**src/hdl/rts_pkg.sv**
```systemverilog
// Constants for the reset and start-up timeout sequencer.
// Assumes a 20 MHz system clock; the core consumes the reset outputs.
package rts_pkg;

    localparam int CLK_NS = 50;

    // Start-up timing
    localparam int CORE_START_NS  = 10000;
    localparam int CORE_START_CYC = (CORE_START_NS + CLK_NS - 1) / CLK_NS;
    localparam int FILT_NS        = 300;
    localparam int FILT_CYC       = (FILT_NS + CLK_NS - 1) / CLK_NS;
    localparam int POWERUP_DELAY_TIMER_MS        = 72;
    localparam int SLOW_OSC_HZ    = 31250;
    localparam int POWERUP_DELAY_TIMER_TICKS     = POWERUP_DELAY_TIMER_MS * SLOW_OSC_HZ / 1000;
    localparam int OST_CYCLES     = 1024;

    // Register offsets
    localparam logic [7:0] ADDR_CFG     = 8'h00;
    localparam logic [7:0] ADDR_STAT    = 8'h04;
    localparam logic [7:0] ADDR_IRQ_ST  = 8'h08;
    localparam logic [7:0] ADDR_IRQ_CLR = 8'h0c;
    localparam logic [7:0] ADDR_IRQ_EN  = 8'h10;

    // Configuration register fields
    localparam int CFG_POWERUP_DELAY_TIMER_EN_N = 0;
    localparam int CFG_BOR_EN    = 1;
    localparam int CFG_PIN_SEL   = 2;
    localparam int CFG_OSC_LSB   = 3;
    localparam logic [5:0] CFG_RESET = 6'h07;

    // Status register fields
    localparam int ST_TO_N   = 0;
    localparam int ST_PD_N   = 1;
    localparam int ST_POR_N  = 2;
    localparam int ST_CAUSE  = 3;
    localparam int ST_HOLD   = 6;
    localparam int ST_REGRST = 7;

    // Oscillator modes
    localparam logic [2:0] OSC_LP = 3'h0;
    localparam logic [2:0] OSC_XT = 3'h1;
    localparam logic [2:0] OSC_HS = 3'h2;

    // Reset causes; also the interrupt bit index
    localparam logic [2:0] CAUSE_POR      = 3'h0;
    localparam logic [2:0] CAUSE_PIN_RUN  = 3'h1;
    localparam logic [2:0] CAUSE_PIN_SLP  = 3'h2;
    localparam logic [2:0] CAUSE_WDT_RST  = 3'h3;
    localparam logic [2:0] CAUSE_WDT_WAKE = 3'h4;
    localparam logic [2:0] CAUSE_BOR      = 3'h5;
    localparam int IRQ_RELEASE = 6;
    localparam int IRQ_W       = 7;

    typedef enum logic [2:0] {
        ST_RUN, ST_SRC, ST_POWERUP_DELAY_TIMER, ST_OST, ST_WAIT
    } rts_state_type;

endpackage

```
**src/hdl/rts_sequencer.sv**
```systemverilog
// Reset source merging and start-up timeout sequencer.
// Assumes pins and slow oscillator are asynchronous; watchdog and
// sleep signals come from logic on clk_sys.
//
// The register offsets and the address-and-strobe port were decided locally.
`timescale 1ns/1ps
`default_nettype none

module rts_sequencer
    import rts_pkg::*;
#(
    parameter logic [11:0] POWERUP_DELAY_TIMER_CNT = 12'(POWERUP_DELAY_TIMER_TICKS),
    parameter logic [11:0] OST_CNT  = 12'(OST_CYCLES)
) (
    input  wire logic       clk_sys,
    input  wire logic       rst,
    input  wire logic       por_detect,
    input  wire logic       brownout_detect,
    input  wire logic       ext_reset_n,
    input  wire logic       internal_slow_osc,
    input  wire logic       osc_input_pin,
    input  wire logic       watchdog,
    input  wire logic       core_asleep,
    input  wire logic [7:0] addr,
    input  wire logic [31:0] wdata,
    input  wire logic       wr_stb,
    input  wire logic       rd_stb,
    output logic [31:0]     rdata_q,
    output logic            core_hold_q,
    output logic            regs_reset_q,
    output logic            timeout_flag_n_q,
    output logic            powerdown_flag_n_q,
    output logic            shared_port_input_q,
    output logic            irq_q
);

    // Pin bit order: pin, osc, slow osc, por, brown-out
    localparam logic [4:0] SYNC_RST = 5'h01;

    logic [4:0]    s1_q, s2_q, s3_q, pin_q, pin_d;
    logic [5:0]    cfg_q, cfg_d;
    logic [2:0]    filt_cnt_q, filt_cnt_d;
    logic          filt_low_q, filt_low_d;
    rts_state_type state_q, state_d;
    logic [11:0]   cnt_q, cnt_d;
    logic [7:0]    core_cnt_q, core_cnt_d;
    logic          por_kind_q, por_kind_d;
    logic          wake_q, wake_d;
    logic [2:0]    cause_q, cause_d;
    logic          to_n_d, pd_n_d, por_n_q, por_n_d;
    logic          hold_d, regrst_d;
    logic [IRQ_W-1:0] ist_q, ist_d, ien_q, ien_d, ev;
    logic          irq_d, port_d;
    logic [31:0]   rdata_d;
    logic          por_s, bor_act, ext_act, ext_q, ext_ev;
    logic          slow_rise, osc_rise, crystal, need_ost;

    function automatic logic is_crystal(input logic [2:0] m);
        return (m == OSC_LP) || (m == OSC_XT) || (m == OSC_HS);
    endfunction

    // Pin synchronisers; a change counts once stages two and three agree
    always_comb begin
        pin_d = pin_q;
        for (int i = 0; i < 5; i++) begin
            if (s2_q[i] == s3_q[i]) begin
                pin_d[i] = s3_q[i];
            end
        end
    end

    always_ff @(posedge clk_sys) begin
        if (rst) begin
            s1_q  <= SYNC_RST;
            s2_q  <= SYNC_RST;
            s3_q  <= SYNC_RST;
            pin_q <= SYNC_RST;
        end else begin
            s1_q  <= {brownout_detect, por_detect, internal_slow_osc,
                      osc_input_pin, ext_reset_n};
            s2_q  <= s1_q;
            s3_q  <= s2_q;
            pin_q <= pin_d;
        end
    end

    assign slow_rise = pin_d[2] & ~pin_q[2];
    assign osc_rise  = pin_d[1] & ~pin_q[1];
    assign por_s     = pin_q[3];
    // Brown-out is gated only by its own enable
    assign bor_act   = pin_q[4] & cfg_q[CFG_BOR_EN];
    assign crystal   = is_crystal(cfg_q[CFG_OSC_LSB +: 3]);

    // Glitch filter: level must stand FILT_CYC cycles to count
    always_comb begin
        filt_low_d = filt_low_q;
        filt_cnt_d = '0;
        if (~pin_q[0] != filt_low_q) begin
            filt_cnt_d = filt_cnt_q + 3'h1;
            if (filt_cnt_q == 3'(FILT_CYC - 1)) begin
                filt_low_d = ~pin_q[0];
                filt_cnt_d = '0;
            end
        end
    end

    // Input mode masks the external pin reset
    assign ext_act = filt_low_q & cfg_q[CFG_PIN_SEL];
    assign ext_ev  = ext_act & ~ext_q;
    assign port_d  = cfg_q[CFG_PIN_SEL] ? 1'b0 : pin_q[0];

    always_ff @(posedge clk_sys) begin
        if (rst) begin
            filt_low_q <= 1'b0;
            filt_cnt_q <= '0;
            ext_q      <= 1'b0;
            shared_port_input_q <= 1'b0;
        end else begin
            filt_low_q <= filt_low_d;
            filt_cnt_q <= filt_cnt_d;
            ext_q      <= ext_act;
            shared_port_input_q <= port_d;
        end
    end

    // Sequencer
    always_comb begin
        state_d    = state_q;
        cnt_d      = cnt_q;
        core_cnt_d = (core_cnt_q != 8'h00) ? core_cnt_q - 8'h01 : 8'h00;
        por_kind_d = por_kind_q;
        wake_d     = wake_q;
        cause_d    = cause_q;
        to_n_d     = timeout_flag_n_q;
        pd_n_d     = powerdown_flag_n_q;
        por_n_d    = por_n_q;
        ev         = '0;
        need_ost   = crystal & (por_kind_q | wake_q);
        case (state_q)
            ST_RUN: begin
                if (ext_ev) begin
                    state_d = ST_WAIT;
                    wake_d  = 1'b0;
                    if (core_asleep) begin
                        cause_d = CAUSE_PIN_SLP;
                        to_n_d  = 1'b1;
                        pd_n_d  = 1'b0;
                    end else begin
                        cause_d = CAUSE_PIN_RUN;
                    end
                end else if (watchdog) begin
                    // Internal only; the pin has no driver here
                    to_n_d  = 1'b0;
                    if (core_asleep) begin
                        cause_d    = CAUSE_WDT_WAKE;
                        pd_n_d     = 1'b0;
                        wake_d     = 1'b1;
                        por_kind_d = 1'b0;
                        core_cnt_d = 8'(CORE_START_CYC);
                        state_d    = crystal ? ST_OST : ST_WAIT;
                    end else begin
                        cause_d = CAUSE_WDT_RST;
                        pd_n_d  = 1'b1;
                        wake_d  = 1'b0;
                        state_d = ST_WAIT;
                    end
                end
            end
            ST_SRC: begin
                core_cnt_d = 8'(CORE_START_CYC);
                if (!por_s && !bor_act) begin
                    if (!cfg_q[CFG_POWERUP_DELAY_TIMER_EN_N]) begin
                        state_d = ST_POWERUP_DELAY_TIMER;
                    end else if (need_ost) begin
                        state_d = ST_OST;
                    end else begin
                        state_d = ST_WAIT;
                    end
                end
            end
            ST_POWERUP_DELAY_TIMER: begin
                if (slow_rise) begin
                    cnt_d = cnt_q + 12'h001;
                    if (cnt_q == POWERUP_DELAY_TIMER_CNT - 12'h001) begin
                        state_d = need_ost ? ST_OST : ST_WAIT;
                    end
                end
            end
            ST_OST: begin
                if (osc_rise) begin
                    cnt_d = cnt_q + 12'h001;
                    if (cnt_q == OST_CNT - 12'h001) begin
                        state_d = ST_WAIT;
                    end
                end
            end
            default: begin
                // Pin low past all delays: release on its rise
                if (core_cnt_q == 8'h00 && !ext_act) begin
                    state_d = ST_RUN;
                    ev[IRQ_RELEASE] = 1'b1;
                end
            end
        endcase
        // Power-on and brown-out restart the whole sequence
        if (por_s || bor_act) begin
            state_d = ST_SRC;
            wake_d  = 1'b0;
            if (por_s) begin
                por_kind_d = 1'b1;
                cause_d    = CAUSE_POR;
                por_n_d    = 1'b0;
            end else if (state_q != ST_SRC || cause_q != CAUSE_POR) begin
                por_kind_d = 1'b0;
                cause_d    = CAUSE_BOR;
            end
            to_n_d = 1'b1;
            pd_n_d = 1'b1;
        end
        if (state_d != state_q) begin
            cnt_d = '0;
            if (state_q == ST_RUN || state_d == ST_SRC) begin
                ev[cause_d] = 1'b1;
            end
        end
        // A power-on in the same cycle wins over the software set
        if (wr_stb && addr == ADDR_STAT && wdata[ST_POR_N] && !por_s) begin
            por_n_d = 1'b1;
        end
        hold_d   = (state_d != ST_RUN);
        // Retained class has no reset line at all
        regrst_d = hold_d & ~wake_d;
    end

    always_ff @(posedge clk_sys) begin
        if (rst) begin
            state_q            <= ST_SRC;
            cnt_q              <= '0;
            core_cnt_q         <= '0;
            por_kind_q         <= 1'b1;
            wake_q             <= 1'b0;
            cause_q            <= CAUSE_POR;
            timeout_flag_n_q   <= 1'b1;
            powerdown_flag_n_q <= 1'b1;
            por_n_q            <= 1'b0;
            core_hold_q        <= 1'b1;
            regs_reset_q       <= 1'b1;
        end else begin
            state_q            <= state_d;
            cnt_q              <= cnt_d;
            core_cnt_q         <= core_cnt_d;
            por_kind_q         <= por_kind_d;
            wake_q             <= wake_d;
            cause_q            <= cause_d;
            timeout_flag_n_q   <= to_n_d;
            powerdown_flag_n_q <= pd_n_d;
            por_n_q            <= por_n_d;
            core_hold_q        <= hold_d;
            regs_reset_q       <= regrst_d;
        end
    end

    // Register bus and interrupt; set wins over clear
    always_comb begin
        cfg_d   = cfg_q;
        ien_d   = ien_q;
        ist_d   = ist_q;
        rdata_d = '0;
        if (wr_stb && addr == ADDR_CFG) begin
            cfg_d = wdata[5:0];
        end else if (wr_stb && addr == ADDR_IRQ_EN) begin
            ien_d = wdata[IRQ_W-1:0];
        end else if (wr_stb && addr == ADDR_IRQ_CLR) begin
            ist_d = ist_q & ~wdata[IRQ_W-1:0];
        end
        ist_d = ist_d | ev;
        irq_d = |(ist_d & ien_d);
        if (rd_stb && addr == ADDR_CFG) begin
            rdata_d[5:0] = cfg_q;
        end else if (rd_stb && addr == ADDR_STAT) begin
            rdata_d[ST_TO_N]     = timeout_flag_n_q;
            rdata_d[ST_PD_N]     = powerdown_flag_n_q;
            rdata_d[ST_POR_N]    = por_n_q;
            rdata_d[ST_CAUSE+:3] = cause_q;
            rdata_d[ST_HOLD]     = core_hold_q;
            rdata_d[ST_REGRST]   = regs_reset_q;
        end else if (rd_stb && addr == ADDR_IRQ_ST) begin
            rdata_d[IRQ_W-1:0] = ist_q;
        end else if (rd_stb && addr == ADDR_IRQ_EN) begin
            rdata_d[IRQ_W-1:0] = ien_q;
        end
    end

    always_ff @(posedge clk_sys) begin
        if (rst) begin
            cfg_q   <= CFG_RESET;
            ien_q   <= '0;
            ist_q   <= '0;
            irq_q   <= 1'b0;
            rdata_q <= '0;
        end else begin
            cfg_q   <= cfg_d;
            ien_q   <= ien_d;
            ist_q   <= ist_d;
            irq_q   <= irq_d;
            rdata_q <= rdata_d;
        end
    end
endmodule // rts_sequencer

`default_nettype wire

```
**config.mk**
```make
export PLATFORM = sky130hd
export DESIGN_NAME = rts_sequencer
export DESIGN_NICKNAME = d
export VERILOG_FILES = /design/src/hdl/rts_pkg.sv /design/src/hdl/rts_sequencer.sv
export SDC_FILE = /design/constraint.sdc
export NUM_CORES = 1
export LEC_CHECK = 0
export BUFFER_PORTS_ARGS = -buffer_cell sky130_fd_sc_hd__buf_4
export CAP_MARGIN = 20
export CORE_MARGIN = 1
export CORE_UTILIZATION = 42
export DETAILED_ROUTE_END_ITERATION = 7
export SKIP_LAST_GASP = 1
export SLEW_MARGIN = 5
export SYNTH_ARGS = -nofsm -noshare
export SYNTH_HDL_FRONTEND = slang
export SYNTH_SLANG_ARGS = --single-unit
```
**constraint.sdc**
```tcl
create_clock -name clk_sys -period 3.7 [get_ports clk_sys]
set_input_delay 0.185 -clock clk_sys [delete_from_list [all_inputs] [get_ports clk_sys]]
set_output_delay 0.185 -clock clk_sys [all_outputs]
set_load 0.1 [all_outputs]
```
==> impl_metrics.py <==
metrics = {
    "logic_synthesis": {
        "yosys_warnings": 0,
        "synth_cells": 474,
        "synth-edff-count": 0,
        "avgSynthCellArea_um2": 8.745,
        "ys_seq_area_share_pct": 42.50,
        "netlist_area_um2": 4145,
        "synthArstFlopShare_pct": 0,
        "ys.flop_type": "dfxtp_1",
        "ys_ff_latch": 88,
        "synth_cell_types": 66,
    },
    "critical_path": {
        "crit_fanout": 12,
        "cp_cell_sequence": "ha_1 > or3b_1 > or4_1 > a41o_1 > a211o_1 > mux2_4 > o211ai_4 > or2_4 > a211oi_1",
        "worstPathArrival_ps": 3230,
        "cpPeakStageDelay_ps": 430,
        "worstSetupEndpointType": "register",
        "critPathLaunchType": "register",
        "path_class": "register to register",
        "cpMaxStageDelayCell": "or4_1",
        "critPathRequiredTime_ps": 3970,
    },
    "clocking": {
        "tritoncts": "yes",
        "htreeDepth": 3,
        "post_cts_resized": 0,
        "clkSinkCount": 88,
        "clock-root-buffer": "clkbuf_8",
        "cts_setup_buffers": 0,
        "clock_latency_ps": 360,
        "cts_buffers": 9,
        "clk_pin_slew_worst_paths_ps": 90,
        "clock_path_buffers": 2,
        "cts_hold_buf": 0,
    },
    "sta": {
        "skew_ps": 13.14,
        "tightest_slew_ps": 658.6,
        "setup_viol": 0,
        "finalMaxSlewViolations": 0,
        "timing.slew.headroom_pct": 56.10,
        "rsz0062_at_grt": "no",
        "min_period_ps": 2962,
        "holdWs_ps": 20.85,
        "finalHoldViolations": 0,
        "fmax_ghz": 0.3376,
        "tns_ps": 0,
        "final.period_utilization_pct": 80.05,
    },
    "pwr": {
        "power_leakage_uw": 0.001864,
        "peakVddDrop_mv": 0.2773,
        "power.density_nw_per_um2": 602.6,
    },
    "floorplanning": {
        "io_pins": 89,
        "rows": 35,
        "die-height_um": 101.3,
        "dieArea_um2": 10270,
        "core_area_um2": 9415,
        "dieWidth_um": 101.3,
        "start_util_pct": 44.03,
    },
    "drt": {
        "drt_wl_total_um": 8902,
        "antenna_left": 0,
        "post_drt_wl_per_cell_um": 13.91,
        "viasPerCell": 5.242,
        "num_vias": 3355,
        "drc": 0,
        "firstDrtPassIters": 4,
        "drtIter0Drc": 227,
    },
    "min_path": {
        "min_path_type": "primary input to register",
    },
    "layout": {
        "register_area_um2": 1762,
        "n_antenna_cell": 0,
        "final_cells": 640,
        "synthToLayoutAreaGrowth_pct": 12.80,
        "nNetsFinal": 563,
        "drive_above_1_share_pct": 15.66,
        "multiInputGateArea_um2": 2130,
        "num-fill-cells": 925,
    },
    "placement": {
        "dp_hpwl_um": 6471,
        "portBuffers": 39,
        "dp.cells": 624,
        "gp_congestion": 0.8264,
    },
    "run_status": {
        "status": "finished clean",
    },
    "grt": {
        "antenna_found_initial": 0,
        "grt_pass1_wl_um": 15010,
        "first_global_vias": 3014,
        "grt_usage_pct": 18.72,
        "grt_max_degree": 68,
        "overflow": 0,
    },
    "flow_run": {
        "maxCapViolCount": 0,
    },
}
-- registers in the layout, indices dropped and copies added (netlist names), 5 cells and up --
register and cells:
core_cnt_q 8, s3_q 5, s1_q 5, ist_q 7, ien_q 7, cfg_q 6, pin_q 5, cnt_q 12
s2_q 5, rdata_q 8
-- where the power goes --
group	switching [µW]	internal, µW
Sequential	92.2	1030
Clock	357	456
Combinational	573	306
-- final timing paths --
| path | start | to | slack (ps) | cells after the start |
|---|---|---|---|---|
| worst min register to register | s1_q[0] | s2_q[0] | 420 | 1 |
| worst max register to register | cnt_q[0] | cnt_q[1] | 740 | 9 |
| worst min-delay path | ext_reset_n | s1_q[0] | 20 | 2 |
| worst max-delay path | cnt_q[0] | cnt_q[1] | 740 | 9 |
-- area by class of cell --
type | instances | share of cell area (%)
sequential | 88 | 37.68
tap | 129 | 3.452
clock inverter | 7 | 2.649
timing repair buffer | 40 | 6.422
multi-input combinational | 347 | 45.54
clock buffer | 9 | 2.649
inverter | 20 | 1.606
-- kinds of logic after synthesis --
| logic type | Yosys count | share of synthesized area (%) |
|---|---|---|
| AO/OA/AOI/OAI | 93 | 15.15 |
| AND/OR/NAND/NOR | 192 | 24.87 |
| flip-flops | 88 | 42.50 |
| multiplexers | 15 | 3.773 |
| adder cells (fa/ha/maj) | 6 | 1.811 |
| buffers and inverters | 62 | 8.210 |
| XOR/XNOR | 17 | 3.592 |
| other | 1 | 0.09047 |
-- routing by layer --
metal / track usage, % / part of all wire, %
met3: 3.520 / 4.0
met4: 5.351 / 1.1
met1: 26.56 / 50
met5: 0 / 0
met2: 28.94 / 45
-- cell usage after synthesis, drive strengths merged, types with 3 or more instances --
master	count	share of area (%)
xnor2	5	1.1
nor3b	7	1.3
nand4	10	1.5
nor2b	16	2.4
a21oi	24	2.9
inv	20	1.8
a21o	5	0.91
a31oi	4	0.60
nand2	31	2.8
clkbuf	17	1.6
nand2b	10	1.5
a211o	5	1.1
or4	3	0.54
buf	25	4.8
ha	6	1.8
o22ai	3	0.45
a32oi	7	1.5
or2	8	1.3
dfxtp	88	42
nor2	59	5.9
nand3b	3	0.54
nor3	15	1.8
and3	3	0.45
o21ai	21	2.5
xor2	12	2.5
nor4	4	0.75
o211ai	4	1.1
nand3	8	0.97
mux2i	13	3.1
-- critical path, delay by kind of cell (launching register included) --
kind            cells  cell delay [ps]
simple gates        3             1140
mux                 1              230
compound gates      4              900
fa+ha+maj           1              220
flops               1              400
-- metrics by stage --
| step | worst slack, ps | cell area [µm²] | utilization (%) | power [µW] |
|---|---|---|---|---|
| detailed placement | 762.2 | 4428 | 47.03 | 2026 |
| global placement | 774.6 | 4428 | 47.03 | 2013 |
| floorplan | 970.2 | 4232 | - | 1899 |
| CTS | 729.2 | 4676 | 49.66 | 2850 |
| global route | 542.8 | 4676 | 49.66 | 2983 |
| finish | 738.0 | 4676 | 49.66 | 2818 |
-- cells in the final DEF, fill, tap and decap left out, types with 4 or more instances in the layout --
master / n
dfxtp_1: 88
o21ai_0: 20
or2_2: 7
a32oi_1: 7
buf_4: 40
ha_1: 6
nor2b_1: 16
nand4_1: 10
nand3_1: 8
xnor2_1: 5
nor3_1: 15
nor2_1: 49
nor3b_1: 7
conb_1: 24
a21o_1: 5
a211o_1: 5
inv_1: 20
nand2_1: 31
mux2i_1: 13
a31oi_1: 4
clkbuf_8: 9
nor2_2: 10
nand2b_1: 10
xor2_1: 12
a21oi_1: 24
No activity file was read; power rests on OpenSTA's default activity.
